## src/hdl/rshr_params.svh

```systemverilog
`ifndef RSHR_PARAMS_SVH
`define RSHR_PARAMS_SVH
`define RSHR_ADDR_CTRL      8'h00
`define RSHR_ADDR_CFG       8'h04
`define RSHR_ADDR_SUBST     8'h08
`define RSHR_ADDR_STATUS    8'h0c
`define RSHR_ADDR_IRQ_STAT  8'h10
`define RSHR_ADDR_IRQ_MASK  8'h14
`define RSHR_CTRL_ACK_REQ   0
`define RSHR_CFG_REACT_LSB  0
`define RSHR_CFG_RUN_BIT    4
`define RSHR_CFG_LOAD_BIT   8
`define RSHR_ST_FLAG        0
`define RSHR_ST_DONE        1
`define RSHR_ST_COUNT       2
`define RSHR_ST_MEAS        3
`define RSHR_ST_CPU_STOP    4
`define RSHR_ST_RESET       5
`define RSHR_IRQ_RESTART    0
`define RSHR_IRQ_STOP       1
`define RSHR_IRQ_JOB_END    2
`define RSHR_IRQ_RESET      3
`define RSHR_CFG_RESET      8'h00
`endif

```

## src/hdl/rshr_pkg.sv

```systemverilog
package rshr_pkg;
    typedef enum logic [2:0] {
        RSHR_REACT_STOP     = 3'h0,
        RSHR_REACT_CONTINUE = 3'h1,
        RSHR_REACT_FINISH   = 3'h2,
        RSHR_REACT_SUBST    = 3'h3,
        RSHR_REACT_KEEP     = 3'h4
    } rshr_react_t;

    typedef enum logic [1:0] {
        RSHR_RS_IDLE = 2'b00,
        RSHR_RS_FLAG = 2'b01,
        RSHR_RS_DONE = 2'b11
    } rshr_rs_state_t;
endpackage : rshr_pkg

```

## src/hdl/rshr_top.sv

```systemverilog
// The AXI4-Lite register port and the placing of the registers were left to the implementer.
`timescale 1ns/1ps
`include "rshr_params.svh"
module rshr_top
    import rshr_pkg::*;
(
    input  wire logic        aclk,
    input  wire logic        aresetn,
    input  wire logic        host_startup,
    input  wire logic        cpu_run,
    input  wire logic        count_active,
    input  wire logic        count_periodic,
    input  wire logic        meas_active,
    input  wire logic        count_limit_hit,
    input  wire logic        dout_use,
    input  wire logic [1:0]  dout_engine,
    output logic             count_abort,
    output logic             meas_abort,
    output logic             module_reset,
    output logic [1:0]       dout,
    output logic             irq,
    input  wire logic [7:0]  s_axi_awaddr,
    input  wire logic        s_axi_awvalid,
    output logic             s_axi_awready,
    input  wire logic [31:0] s_axi_wdata,
    input  wire logic [3:0]  s_axi_wstrb,
    input  wire logic        s_axi_wvalid,
    output logic             s_axi_wready,
    output logic [1:0]       s_axi_bresp,
    output logic             s_axi_bvalid,
    input  wire logic        s_axi_bready,
    input  wire logic [7:0]  s_axi_araddr,
    input  wire logic        s_axi_arvalid,
    output logic             s_axi_arready,
    output logic [31:0]      s_axi_rdata,
    output logic [1:0]       s_axi_rresp,
    output logic             s_axi_rvalid,
    input  wire logic        s_axi_rready
);
    logic [7:0]     awaddr_q;
    logic           aw_have_q;
    logic [31:0]    wdata_q;
    logic [3:0]     wstrb_q;
    logic           w_have_q;
    logic           wr_fire;
    logic           ack_req_q;
    rshr_react_t    react_q;
    logic           run_always_q;
    rshr_react_t    react_new_q;
    logic           run_new_q;
    logic           params_pending_q;
    logic [1:0]     subst_q;
    rshr_rs_state_t rs_q;
    logic           cpu_run_q;
    logic           stopped_q;
    logic           finishing_q;
    logic           hold_q;
    logic [1:0]     hold_val_q;
    logic           off_q;
    logic [3:0]     irq_stat_q;
    logic [3:0]     irq_mask_q;
    logic [3:0]     irq_ev;
    logic           stop_edge;
    logic           run_edge;
    logic           params_diff;
    logic           load_cfg;
    logic [31:0]    rd_mux;
    rshr_react_t    react_wr;

    assign s_axi_awready = !aw_have_q && !s_axi_bvalid;
    assign s_axi_wready  = !w_have_q && !s_axi_bvalid;
    assign wr_fire       = aw_have_q && w_have_q && !s_axi_bvalid;
    assign s_axi_bresp   = (awaddr_q > `RSHR_ADDR_IRQ_MASK || awaddr_q[1:0] != 2'h0) ? 2'h2 : 2'h0;
    assign s_axi_arready = !s_axi_rvalid;
    assign stop_edge     = cpu_run_q && !cpu_run;
    assign run_edge      = !cpu_run_q && cpu_run;
    assign load_cfg      = wr_fire && awaddr_q == `RSHR_ADDR_CFG && wstrb_q[1] && wdata_q[`RSHR_CFG_LOAD_BIT];
    assign params_diff   = params_pending_q && (react_new_q != react_q || run_new_q != run_always_q);
    assign irq           = |(irq_stat_q & irq_mask_q);
    // Out-of-range codes fall back to the safe STOP reaction
    assign react_wr      = (wdata_q[2:0] > 3'h4) ? RSHR_REACT_STOP : rshr_react_t'(wdata_q[2:0]);

    // Write address and data are caught independently, in either order
    always_ff @(posedge aclk) begin
        if (!aresetn) begin
            aw_have_q <= 1'b0;
            w_have_q  <= 1'b0;
            awaddr_q  <= 8'h00;
            wdata_q   <= 32'h0000_0000;
            wstrb_q   <= 4'h0;
        end else if (wr_fire) begin
            aw_have_q <= 1'b0;
            w_have_q  <= 1'b0;
        end else begin
            if (s_axi_awvalid && s_axi_awready) begin
                aw_have_q <= 1'b1;
                awaddr_q  <= s_axi_awaddr;
            end
            if (s_axi_wvalid && s_axi_wready) begin
                w_have_q <= 1'b1;
                wdata_q  <= s_axi_wdata;
                wstrb_q  <= s_axi_wstrb;
            end
        end
    end

    always_ff @(posedge aclk) begin
        if (!aresetn) begin
            s_axi_bvalid <= 1'b0;
        end else if (wr_fire) begin
            s_axi_bvalid <= 1'b1;
        end else if (s_axi_bready) begin
            s_axi_bvalid <= 1'b0;
        end
    end

    always_comb begin
        rd_mux = 32'h0000_0000;
        case (s_axi_araddr)
            `RSHR_ADDR_CTRL:     rd_mux = {31'h0, ack_req_q};
            `RSHR_ADDR_CFG:      rd_mux = {27'h0, run_always_q, 1'b0, react_q};
            `RSHR_ADDR_SUBST:    rd_mux = {30'h0, subst_q};
            `RSHR_ADDR_STATUS:   rd_mux = {26'h0, module_reset, stopped_q, meas_active,
                                           count_active, rs_q == RSHR_RS_DONE, rs_q == RSHR_RS_FLAG};
            `RSHR_ADDR_IRQ_STAT: rd_mux = {28'h0, irq_stat_q};
            `RSHR_ADDR_IRQ_MASK: rd_mux = {28'h0, irq_mask_q};
            default:             rd_mux = 32'h0000_0000;
        endcase
    end

    always_ff @(posedge aclk) begin
        if (!aresetn) begin
            s_axi_rvalid <= 1'b0;
            s_axi_rdata  <= 32'h0000_0000;
            s_axi_rresp  <= 2'h0;
        end else if (s_axi_arvalid && s_axi_arready) begin
            s_axi_rvalid <= 1'b1;
            s_axi_rdata  <= rd_mux;
            s_axi_rresp  <= (s_axi_araddr > `RSHR_ADDR_IRQ_MASK || s_axi_araddr[1:0] != 2'h0) ? 2'h2 : 2'h0;
        end else if (s_axi_rready) begin
            s_axi_rvalid <= 1'b0;
        end
    end

    always_ff @(posedge aclk) begin
        if (!aresetn) begin
            ack_req_q   <= 1'b0;
            subst_q     <= 2'h0;
            irq_mask_q  <= 4'h0;
            react_new_q <= RSHR_REACT_STOP;
            run_new_q   <= 1'b0;
        end else if (wr_fire && wstrb_q[0]) begin
            case (awaddr_q)
                `RSHR_ADDR_CTRL:     ack_req_q <= wdata_q[`RSHR_CTRL_ACK_REQ];
                `RSHR_ADDR_SUBST:    subst_q <= wdata_q[1:0];
                `RSHR_ADDR_IRQ_MASK: irq_mask_q <= wdata_q[3:0];
                `RSHR_ADDR_CFG: begin
                    react_new_q <= react_wr;
                    run_new_q   <= wdata_q[`RSHR_CFG_RUN_BIT];
                end
                default: ;
            endcase
        end
    end

    // parameters adopted by load or at stop-to-run
    always_ff @(posedge aclk) begin
        if (!aresetn) begin
            react_q          <= RSHR_REACT_STOP;
            run_always_q     <= 1'b0;
            params_pending_q <= 1'b0;
        end else if (load_cfg && cpu_run) begin
            // The pending copy is written at this same edge, so take the word itself
            react_q          <= react_wr;
            run_always_q     <= wdata_q[`RSHR_CFG_RUN_BIT];
            params_pending_q <= 1'b0;
        end else if (load_cfg) begin
            params_pending_q <= 1'b1;
        end else if (run_edge && params_pending_q) begin
            react_q          <= react_new_q;
            run_always_q     <= run_new_q;
            params_pending_q <= 1'b0;
        end
    end

    always_ff @(posedge aclk) begin
        if (!aresetn) begin
            rs_q <= RSHR_RS_FLAG;
        end else if (host_startup) begin
            rs_q <= RSHR_RS_FLAG;
        end else begin
            case (rs_q)
                RSHR_RS_FLAG: if (ack_req_q) rs_q <= RSHR_RS_DONE;
                RSHR_RS_DONE: if (!ack_req_q) rs_q <= RSHR_RS_IDLE;
                RSHR_RS_IDLE: ;
                default:      rs_q <= RSHR_RS_IDLE;
            endcase
        end
    end
    always_ff @(posedge aclk) begin
        if (!aresetn) begin
            cpu_run_q   <= 1'b1;
            stopped_q   <= 1'b0;
            finishing_q <= 1'b0;
        end else begin
            cpu_run_q <= cpu_run;
            if (stop_edge) begin
                stopped_q   <= 1'b1;
                finishing_q <= react_q == RSHR_REACT_FINISH && count_active;
            end else if (run_edge) begin
                stopped_q   <= 1'b0;
                finishing_q <= 1'b0;
            end else if (finishing_q && count_limit_hit) begin
                finishing_q <= 1'b0;
            end
        end
    end

    always_comb begin
        count_abort = 1'b0;
        meas_abort  = 1'b0;
        if (stop_edge) begin
            count_abort = react_q != RSHR_REACT_CONTINUE && react_q != RSHR_REACT_FINISH;
            meas_abort  = react_q != RSHR_REACT_CONTINUE;
        end else if (stopped_q && finishing_q && count_limit_hit) begin
            // Periodic mode would reload at the limit; stop it after this period
            count_abort = count_periodic;
        end
        if (module_reset) begin
            count_abort = 1'b1;
            meas_abort  = 1'b1;
        end
    end
    assign module_reset = run_edge && (run_always_q || params_diff);

    always_ff @(posedge aclk) begin
        if (!aresetn) begin
            hold_q     <= 1'b0;
            hold_val_q <= 2'h0;
            off_q      <= 1'b0;
        end else if (stop_edge) begin
            case (react_q)
                RSHR_REACT_STOP: off_q <= 1'b1;
                RSHR_REACT_SUBST: begin
                    hold_q     <= 1'b1;
                    hold_val_q <= meas_active ? 2'h0 : subst_q;
                end
                RSHR_REACT_KEEP: begin
                    hold_q     <= 1'b1;
                    hold_val_q <= dout;
                end
                RSHR_REACT_FINISH: off_q <= !count_active;
                default: ;
            endcase
        end else if (finishing_q && count_limit_hit) begin
            off_q <= 1'b1;
        end else if (load_cfg && react_wr != react_q) begin
            hold_q     <= 1'b0;
            hold_val_q <= 2'h0;
            off_q      <= 1'b0;
        end else if (cpu_run && !stop_edge) begin
            off_q <= 1'b0;
            if (dout_use) hold_q <= 1'b0;
        end
    end

    always_ff @(posedge aclk) begin
        if (!aresetn) begin
            dout <= 2'h0;
        end else if (hold_q) begin
            dout <= hold_val_q;
        end else if (off_q) begin
            dout <= 2'h0;
        end else begin
            dout <= dout_engine;
        end
    end

    // Set wins over write-one-to-clear
    assign irq_ev = {module_reset, finishing_q && count_limit_hit, stop_edge, host_startup};
    always_ff @(posedge aclk) begin
        if (!aresetn) begin
            irq_stat_q <= 4'h0;
        end else if (wr_fire && awaddr_q == `RSHR_ADDR_IRQ_STAT && wstrb_q[0]) begin
            irq_stat_q <= (irq_stat_q & ~wdata_q[3:0]) | irq_ev;
        end else begin
            irq_stat_q <= irq_stat_q | irq_ev;
        end
    end

    a_flag_to_done: assert property (@(posedge aclk) disable iff (!aresetn)
        rs_q == RSHR_RS_FLAG && ack_req_q && !host_startup |=> rs_q == RSHR_RS_DONE)
        else $error("Restart flag not cleared on ack request");
    a_done_held: assert property (@(posedge aclk) disable iff (!aresetn)
        rs_q == RSHR_RS_DONE && ack_req_q && !host_startup |=> rs_q == RSHR_RS_DONE)
        else $error("Ack done dropped while request high");
    a_startup_flag: assert property (@(posedge aclk) disable iff (!aresetn)
        host_startup |=> rs_q == RSHR_RS_FLAG)
        else $error("Startup did not set restart flag");
    a_stop_abort: assert property (@(posedge aclk) disable iff (!aresetn)
        stop_edge && react_q == RSHR_REACT_STOP |-> count_abort ##2 dout == 2'h0)
        else $error("Stop reaction failed");
    a_continue_keep: assert property (@(posedge aclk) disable iff (!aresetn)
        stop_edge && react_q == RSHR_REACT_CONTINUE && !module_reset |-> !count_abort && !meas_abort)
        else $error("Continue reaction aborted");
    a_finish_meas: assert property (@(posedge aclk) disable iff (!aresetn)
        stop_edge && react_q == RSHR_REACT_FINISH |-> meas_abort && !count_abort)
        else $error("Finish reaction wrong abort");
    a_subst_out: assert property (@(posedge aclk) disable iff (!aresetn)
        stop_edge && react_q == RSHR_REACT_SUBST && !meas_active && !module_reset |-> ##2 dout == $past(subst_q, 2))
        else $error("Substitute not driven");
    a_always_reset: assert property (@(posedge aclk) disable iff (!aresetn)
        run_edge && run_always_q |-> module_reset && count_abort && meas_abort)
        else $error("Always reset not applied");
    c_restart_done: cover property (@(posedge aclk) disable iff (!aresetn) rs_q == RSHR_RS_DONE);
    c_finish_end: cover property (@(posedge aclk) disable iff (!aresetn) finishing_q && count_limit_hit);
    c_subst_stop: cover property (@(posedge aclk) disable iff (!aresetn) stop_edge && react_q == RSHR_REACT_SUBST);
endmodule : rshr_top

```

## config.mk

```make
export PLATFORM = sky130hd
export DESIGN_NAME = rshr_top
export DESIGN_NICKNAME = d
export VERILOG_FILES = /design/src/hdl/rshr_pkg.sv /design/src/hdl/rshr_top.sv
export VERILOG_INCLUDE_DIRS = /design/src /design/src/hdl
export SDC_FILE = /design/constraint.sdc
export NUM_CORES = 1
export LEC_CHECK = 0
export ABC_AREA = 1
export ABC_CLOCK_PERIOD_IN_PS = 1800
export BUFFER_PORTS_ARGS = -buffer_cell sky130_fd_sc_hd__buf_2
export CAP_MARGIN = 0
export CORE_ASPECT_RATIO = 1.2
export CORE_MARGIN = 4
export CORE_UTILIZATION = 40
export CTS_BUF_LIST = sky130_fd_sc_hd__clkbuf_8
export DETAILED_ROUTE_END_ITERATION = 10
export GPL_ROUTABILITY_DRIVEN = 0
export PLACE_DENSITY = 0.71
export SYNTH_ARGS = -nofsm -noshare
export SYNTH_HDL_FRONTEND = slang
export SYNTH_SLANG_ARGS = --single-unit
```

## constraint.sdc

```tcl
create_clock -name aclk -period 1.8 [get_ports aclk]
set_clock_uncertainty 0.15 [all_clocks]
set_input_delay 0.18 -clock aclk [delete_from_list [all_inputs] [get_ports aclk]]
set_output_delay 0.18 -clock aclk [all_outputs]
set_load 0.01 [all_outputs]
```

-- Yosys cells after proc, flatten, opt, wreduce, memory -nomap -nowiden
Index checks and enable logic that the tools add are counted.
- $lt $le $gt $ge: 3
- eq/ne operators: 26
- multiplexer cells: 48
- bitwise logic cells: 8
- reduce and logical (&&, ||, !) cells: 70
- operators with widths (cell ; number):
    one-hot mux 6 bit (6 select lines) ; 1
    == test 8 x 5 -> 1 bit (second input constant) ; 4
    two-way mux 1 bit ; 29
    logical AND 1 bit ; 26
    == test 8 x 4 -> 1 bit (second input constant) ; 3
    two-way mux 2 bit ; 10
    == test 8 x 3 -> 1 bit (second input constant) ; 2
    > comparator 8 x 5 -> 1 bit (second input constant) ; 2
    zero test 8 bit ; 2
    AND reduction 2 bit ; 8
    nonzero test 2 bit ; 8
    two-way mux 3 bit ; 4
    inequality test 3 x 1 -> 1 bit (second input constant) ; 3
    nonzero test 3 bit ; 3
    AND 4 bit ; 2
    zero test 1 bit ; 8
    OR 4 bit ; 2
    OR reduction 2 bit ; 4
    == test 3 x 2 -> 1 bit (second input constant) ; 2
    inequality test 2 bit (second input constant) ; 3
    inequality test 3 bit ; 2
    one-hot mux 2 bit (3 select lines) ; 1
    AND reduction 3 bit ; 2
    logical OR 1 bit ; 4
    17 further kinds ; 20
- register bits after elaboration: 88
- bits of input ports: 68
- output and inout port bits: 47
- word-level logic and storage cells: 181

-- Logic depth before layout (Yosys ltp)
Gate-level depths: netlist (run 1).
- depth in word-level cells: 9
- depth in mapped cells: 11
- depth with buffers taken out: 11

-- Least setup slack after synthesis (run 1)
Ideal clock, no wire load.
- path type: reg-to-output
- start: register react_q[1]
- end: output count_abort
- arrival time: 1.140 ns
- required time: 1.470 ns
- slack: 0.330 ns
- cell stages (with the launch flop): 10
- path buffers: 0
- cells stage by stage: dfxtp_1 inv_1 nand2_1 o21ai_0 a21oi_1 nand3_1 nand2_1 nand2_1 inv_1 o211ai_1
- cells in the longest elaborated chain, start to end: 6
- elaborated cells between the ends (all ways): 10
- those cells by class: eq/ne (3); mux (2); reduce/logical (5)
- RTL lines (what ; RTL line ; source):
    start: declaration ; rshr_top.sv:47 ; rshr_react_t react_q;
    start signal: assignment ; rshr_top.sv:174 ; react_q <= react_wr;
    start signal: assignment ; rshr_top.sv:180 ; react_q <= react_new_q;
    inequality test 3 bit ; rshr_top.sv:78 ; assign params_diff = params_pending_q && (react_new_q != react_q || run_new_q != run_always_q);
    logical OR 1 bit ; rshr_top.sv:78 ;
    logical AND 1 bit ; rshr_top.sv:78 ;
    logical OR 1 bit ; rshr_top.sv:234 ; assign module_reset = run_edge && (run_always_q || params_diff);
    logical AND 1 bit ; rshr_top.sv:234 ;
    net module_reset ; rshr_top.sv:19 ; output logic module_reset,
    two-way mux 1 bit ; rshr_top.sv:229 ; if (module_reset) begin
    end: declaration ; rshr_top.sv:17 ; output logic count_abort,
The timed path passes the listed nets, and every way through them passes these cells.

-- Worst setup path after layout (run 1)
- start: register react_q[1]
- end: output count_abort
- cells in the longest elaborated chain, start to end: 6
- elaborated cells between the ends (all ways): 10
- those cells by class: eq/ne (3); mux (2); reduce/logical (5)
- RTL lines (what ; RTL line):
    inequality test 3 bit ; rshr_top.sv:78
    logical OR 1 bit ; rshr_top.sv:78
    logical AND 1 bit ; rshr_top.sv:78
    logical OR 1 bit ; rshr_top.sv:234
    logical AND 1 bit ; rshr_top.sv:234
    two-way mux 1 bit (*) ; rshr_top.sv:229
Mark *: on every way between the ends. The rest lies on a longest branch, timed or not.

==> impl_metrics.ini, run 1 <==
[route]
wl_per_cell_um = 11.8
drtIter0Drc = 178
vias = 2964
routed_wl_um = 7280
drtPass1Iterations = 4
viasPerCell = 4.80
ant_nets = 0
drc_errors = 0

[layout]
antenna_cells = 0
finalNetCount = 593
fillers = 738
seq_area_mm2 = 0.00116
final_core_util = 0.512
design_area_mm2 = 0.00374
multi_input_area_mm2 = 0.00156
drive_gt1_frac = 0.224
area_growth_pct = 23.5

[global_routing]
grt_use_met2 = 0.295
grtUsageTotal = 0.173
grt_use_met1 = 0.202
antenna_found_initial = 0
busiest_layer = met2
grt_util_met3 = 0.0475
grt_max_degree = 30
overflow = 0
first_global_vias = 2809
grt_pass1_wl_um = 12200

[worst_hold_path]
hold_depth = 3
hold_end = s_axi_rresp[1]
hold_class = primary input to register
hp-start = s_axi_araddr[0]

[floorplan]
initial_core_util = 0.415
core_mm2 = 0.00732
io_pins = 115
placementRows = 34
dieWidth_um = 87.5
die_y_um = 103
die_area_mm2 = 0.00905

[worst_setup_path]
reg2reg_depth = 10
worst-path-buf-inv = 3
crit_slowest_cell = dfxtp_2
max_stage_delay_ns = 0.32
cp-end-kind = output pin
cp_max_fo = 5
worstPathArrival_ns = 1.44
critPathTopFamily = buffers and inverters
worstPathCellList = buf_4, a21oi_2, nand3_1, nand2_1, nand2_2, inv_2, o211ai_1, buf_2
start_kind = register
crit_type = register to output pin
r2r-start = awaddr_q[0]
cp_data_required_time_ns = 1.47
ff2ff_setup_slack_ns = 0.17
r2r_end = hold_val_q[0]

[synth]
synth_common_cells = nand2_1 (88), dfxtp_1 (58), nor2_1 (52)
synth_cell_type_count = 33
syn_area_mm2 = 0.00303
yosysTopAreaCell = dfxtp_1
synth_edf_count = 0
syn_avg_cell_area_um2 = 6.96
async_flop_share = 0
synth_top_family_by_area = simple AND/OR/NAND/NOR gates
synthAdderAreaFrac = 0.00825
synth_seq_area_share = 0.383
synth-xor-area-share = 0.00289
ys_warn_count = 0
synth_seq_cells = 58
synth_most_common_cell = nand2_1
synth_compound_area_frac = 0.168
synth_top_cell_area_share = 0.383
yosys.area_share.simple = 0.291
muxShareOfSynthArea = 0
ys.flop_type = dfxtp_1
synthCells = 436
synth_area_leaders = dfxtp_1 (38%), nand2_1 (11%), buf_4 (6.9%)

[run_status]
outcome = completed

[timing]
max_freq_mhz = 564
rsz0062_at_grt = yes
finalMaxSlewViolations = 0
finalCritPeriodShare = 0.985
hold_violations = 0
finalSetupViolations = 0
period_needed_ns = 1.77
setup_tns_ns = 0

[power_and_ir_drop]
powerDensity_mw_per_mm2 = 756
p_leak_uw = 0.00171
ir_drop_uv = 571

[flow_run]
max-cap-violations = 0

[cts]
path_clk_slew_ns = 0.06
cts_made_buffers = 9
cts_root_buf = clkbuf_8
clockBufferDepth = 2
clock_latency_ns = 0.33
cts_tree = done
htree_levels = 3
cts_sinks = 58

[placement]
dpl_cell_area_mm2 = 0.00333
dp.final_hpwl_um = 5430
io_buffers = 58
==> layout make-up <==
type,count,area share
clock buffer,11,0.0404
timing repair buffer,86,0.148
clock inverter,4,0.00501
inverter,50,0.0501
sequential,58,0.311
multi-input combinational,318,0.415
tap,90,0.0301
==> what timing repair did <==
action,CTS,global route
pin swaps,3,3
buffers inserted,3,0
hold buffers,19,0
setup endpoints to repair,2,6
gates resized for setup,10,5
endpoints found under the hold margin,21,0
==> how the worst max path moves through the flow <==
stage / end / cells past startpoint / start / slack, ns
global route: count_abort / 10 / react_q[1] / -0.08
finish: count_abort / 8 / react_q[1] / 0.03
global placement: hold_q / 10 / awaddr_q[1] / 0.21
CTS: count_abort / 10 / react_q[1] / -0.006
floorplan: count_abort / 9 / react_q[1] / 0.33
detailed placement: hold_val_q[0] / 10 / awaddr_q[0] / 0.16
==> routing by layer <==
metal / up-vias / part of all wire
met4: 0 / 0.020
met1: 1319 / 0.41
met3: 13 / 0.074
met2: 101 / 0.50
met5: - / 0
li1: 1531 / -
==> tightest hold or removal path, cell delays in order <==
cell	delay, ns
buf_2	0.09
nor2_2	0.05
a31oi_1	0.14
==> report_power, final <==
part           leakage (uW)  internal, uW  switching, uW  total [uW]
registers          0.000475          1340           41.9        1380
clock network     0.0000961           554            480        1030
logic               0.00114           153            259         413
==> cell families after synthesis <==
kind of cell / count (synthesis)
AOI/OAI and AO/OA: 95
xor gates and xnor gates: 1
adders and majority gates: 2
buffers and inverters: 87
DFF: 58
other: 1
and+or+nand+nor: 192
==> state kept, by name, summed over array words and instances, names as in the netlist, 3 cells and up <==
register	count
s_axi_rdata	6
irq_stat_q	4
react_new_q	3
wdata_q	6
irq_mask_q	4
react_q	3
awaddr_q	8
==> through the flow <==
| stage | total power [uW] | setup slack (ns) | std cells | hold slack (ns) |
|---|---|---|---|---|
| after floorplan | 1700 | 0.330 | 463 | 0.108 |
| after global placement | 1780 | 0.212 | 580 | 0.228 |
| after detailed placement | 1790 | 0.160 | 580 | 0.243 |
| after CTS | 2860 | -0.00639 | 617 | 0.00157 |
| after global routing | 3000 | -0.0834 | 617 | 0.0120 |
| final | 2830 | 0.0271 | 617 | 0.0186 |
==> cells in the final DEF (no fill, tap or decap) <==
cell type	n
a21oi_2	2
ha_1	1
dlygate4sd3_1	19
nor3_4	1
nor2_2	4
inv_2	7
dfxtp_1	55
o211ai_1	4
nand3_2	1
inv_1	44
nor3_1	5
buf_4	9
nor2_1	51
a21oi_1	39
clkbuf_8	11
a211oi_1	4
o21ai_1	2
buf_2	57
nand3_1	22
nand3b_4	1
a31oi_1	2
clkinv_2	3
o31ai_1	2
nor2_4	5
xnor2_1	1
buf_6	1
o21a_1	1
nor4_2	1
conb_1	28
o21ai_0	39
ha_4	1
nand4_1	4
dfxtp_2	3
nor3_2	2
nand2_1	86
nand2_2	9
Note: power is estimated with default switching activity, not from simulation.
==> inputs of run 2 (changes only) <==
--- a/config.mk
+++ b/config.mk
@@ -7,7 +7,7 @@
 export NUM_CORES = 1
 export LEC_CHECK = 0
 export ABC_AREA = 1
-export ABC_CLOCK_PERIOD_IN_PS = 1800
+export ABC_CLOCK_PERIOD_IN_PS = 1900
 export BUFFER_PORTS_ARGS = -buffer_cell sky130_fd_sc_hd__buf_2
 export CAP_MARGIN = 0
 export CORE_ASPECT_RATIO = 1.2
==> constraint.sdc (replaced) <==
create_clock -name aclk -period 1.9 [get_ports aclk]
set_clock_uncertainty 0.15 [all_clocks]
set_input_delay 0.19 -clock aclk [delete_from_list [all_inputs] [get_ports aclk]]
set_output_delay 0.19 -clock aclk [all_outputs]
set_load 0.01 [all_outputs]
==> run 2 against run 1 <==
  * Sequential share of layout area increased by 0.44 points
  * Routed wire length decreased by 2.8%
  * Combinational power decreased by 8.0%
  * Worst setup slack improved by 0.030 ns
  * Global-route usage decreased by 1.3 points
  * Flip-flop and latch count unchanged
  * Final area decreased by 1.5%
  * Clock power decreased by 8%
==> impl_metrics.ini, run 2 (synthesis results as in run 1) <==
[route]
drc_errors = 0
drtIter0Drc = 105
wl_met1_um = 2960
wl_per_cell_um = 11.6
wl_met3_um = 536
viasPerCell = 4.77
top_layer = met4
vias = 2918
drtPass1Iterations = 5
routed_wl_um = 7080
ant_nets = 0
wl_met2_um = 3420

[layout]
regMostFlops = awaddr_q
antenna_cells = 0
largest_registers = awaddr_q x8, s_axi_rdata x6, wdata_q x6
drive_gt1_frac = 0.218
most-common-layout-cells = nand2_1 (85), buf_2 (58), dfxtp_1 (56)
multi_input_area_mm2 = 0.00155
seq_area_mm2 = 0.00116
finalNetCount = 589
design_area_mm2 = 0.00369
final_core_util = 0.504
largest_reg_flops = 8
final_common_cell = nand2_1
area_growth_pct = 21.6
fillers = 725

[placement]
io_buffers = 58
dp.final_hpwl_um = 5370
dpl_cell_area_mm2 = 0.00331
place_ws_ns = 0.236

[worst_setup_path]
cp_max_fo = 3
worstPathArrival_ns = 1.50
crit_type = register to output pin
cp-end-kind = output pin
ff2ff_setup_slack_ns = 0.23
cp_data_required_time_ns = 1.56
start_kind = register
r2r-start = awaddr_q[1]
startpoint = react_q[1]

[timing]
rsz0062_at_grt = yes
finalMaxSlewViolations = 0
max_slew_margin = 0.661
finalCritPeriodShare = 0.970
worst_pin_slew_ns = 0.507
finalSetupViolations = 0
max_freq_mhz = 543
period_needed_ns = 1.84
hold_violations = 0
worst_slack_ns = 0.0576

[global_routing]
grt_max_degree = 30
grt_pass1_wl_um = 11400
first_global_vias = 2605
overflow = 0
grtUsageTotal = 0.160
antenna_found_initial = 0

[floorplan]
core_mm2 = 0.00732
dieWidth_um = 87.5
initial_core_util = 0.415
die_y_um = 103
die_area_mm2 = 0.00905
io_pins = 115
placementRows = 34

[cts]
cts_sinks = 58
clock_latency_ns = 0.33
cts_made_buffers = 9
cts_tree = done
htree_levels = 3
path_clk_slew_ns = 0.06
clockBufferDepth = 2
cts_root_buf = clkbuf_8

[worst_hold_path]
hold_class = primary input to register
hp-start = s_axi_awaddr[2]

[power_and_ir_drop]
p_seq_frac = 0.497
p_comb_frac = 0.144
clkPwrFrac = 0.359
switchingPower_uw = 741
swShare = 0.281
powerDensity_mw_per_mm2 = 715
intPower_uw = 1900
p_leak_uw = 0.00168
totalPowerFinal_uw = 2640
ir_drop_uv = 587

[flow_run]
max-cap-violations = 0

[run_status]
outcome = completed
[run 2: cell types whose count changed in the layout (fill, tap and decap cells not counted), sizes merged]
cell         change
buf              -2
clkinvlp         +1
dlygate4sd3      -2
clkinv           -1
clkbuf           -1
[run 2: final timing paths]
check	cells past startpoint	to
max	10	count_abort
min reg2reg	2	s_axi_rdata[0]
min	3	awaddr_q[2]
max reg2reg	10	hold_val_q[0]
[run 2: layout make-up]
type,count,share of cell area
multi-input combinational,318,0.420
sequential,58,0.315
timing repair buffer,82,0.139
inverter,50,0.0516
clock buffer,10,0.0373
tap,90,0.0305
clock inverter,4,0.00577
[run 2: critical path: stages (launching register included)]
cell and delay (ns):
dfxtp_2 0.35, inv_4 0.04, nand2_2 0.04, o21ai_1 0.05, a21oi_1 0.13, nand3_1 0.10, nand2_2 0.10, nand2_4 0.06
inv_2 0.06, o211ai_1 0.08, buf_2 0.16
[run 2: timing repair]
item | CTS | global route
endpoints found under the setup margin | 2 | 2
setup buffers | 0 | 4
pin swaps | 0 | 3
hold buffers | 17 | 0
resized for setup | 4 | 10
endpoints found under the hold margin | 19 | 0
[run 2: layer usage]
| layer | vias up | GRT usage |
|---|---|---|
| met5 | - | 0 |
| li1 | 1523 | - |
| met4 | 0 | 0.0815 |
| met2 | 111 | 0.269 |
| met1 | 1268 | 0.193 |
| met3 | 16 | 0.0309 |
[run 2: per-stage QoR]
step                      cells  hold slack [ns]  TNS, ns
after floorplan             463            0.118        0
after global placement      577            0.238        0
after detailed placement    577            0.249        0
after CTS                   608          0.00192        0
after global routing        612           0.0220  -0.0393
final                       612           0.0222        0
[run 2: power groups by stage]
stage               logic (uW)  clock network, uW  registers (uW)
floorplan                  282                  0            1330
global placement           345                  0            1330
detailed placement         351                  0            1340
CTS                        379                968            1310
global route               436               1000            1320
finish                     380                945            1310
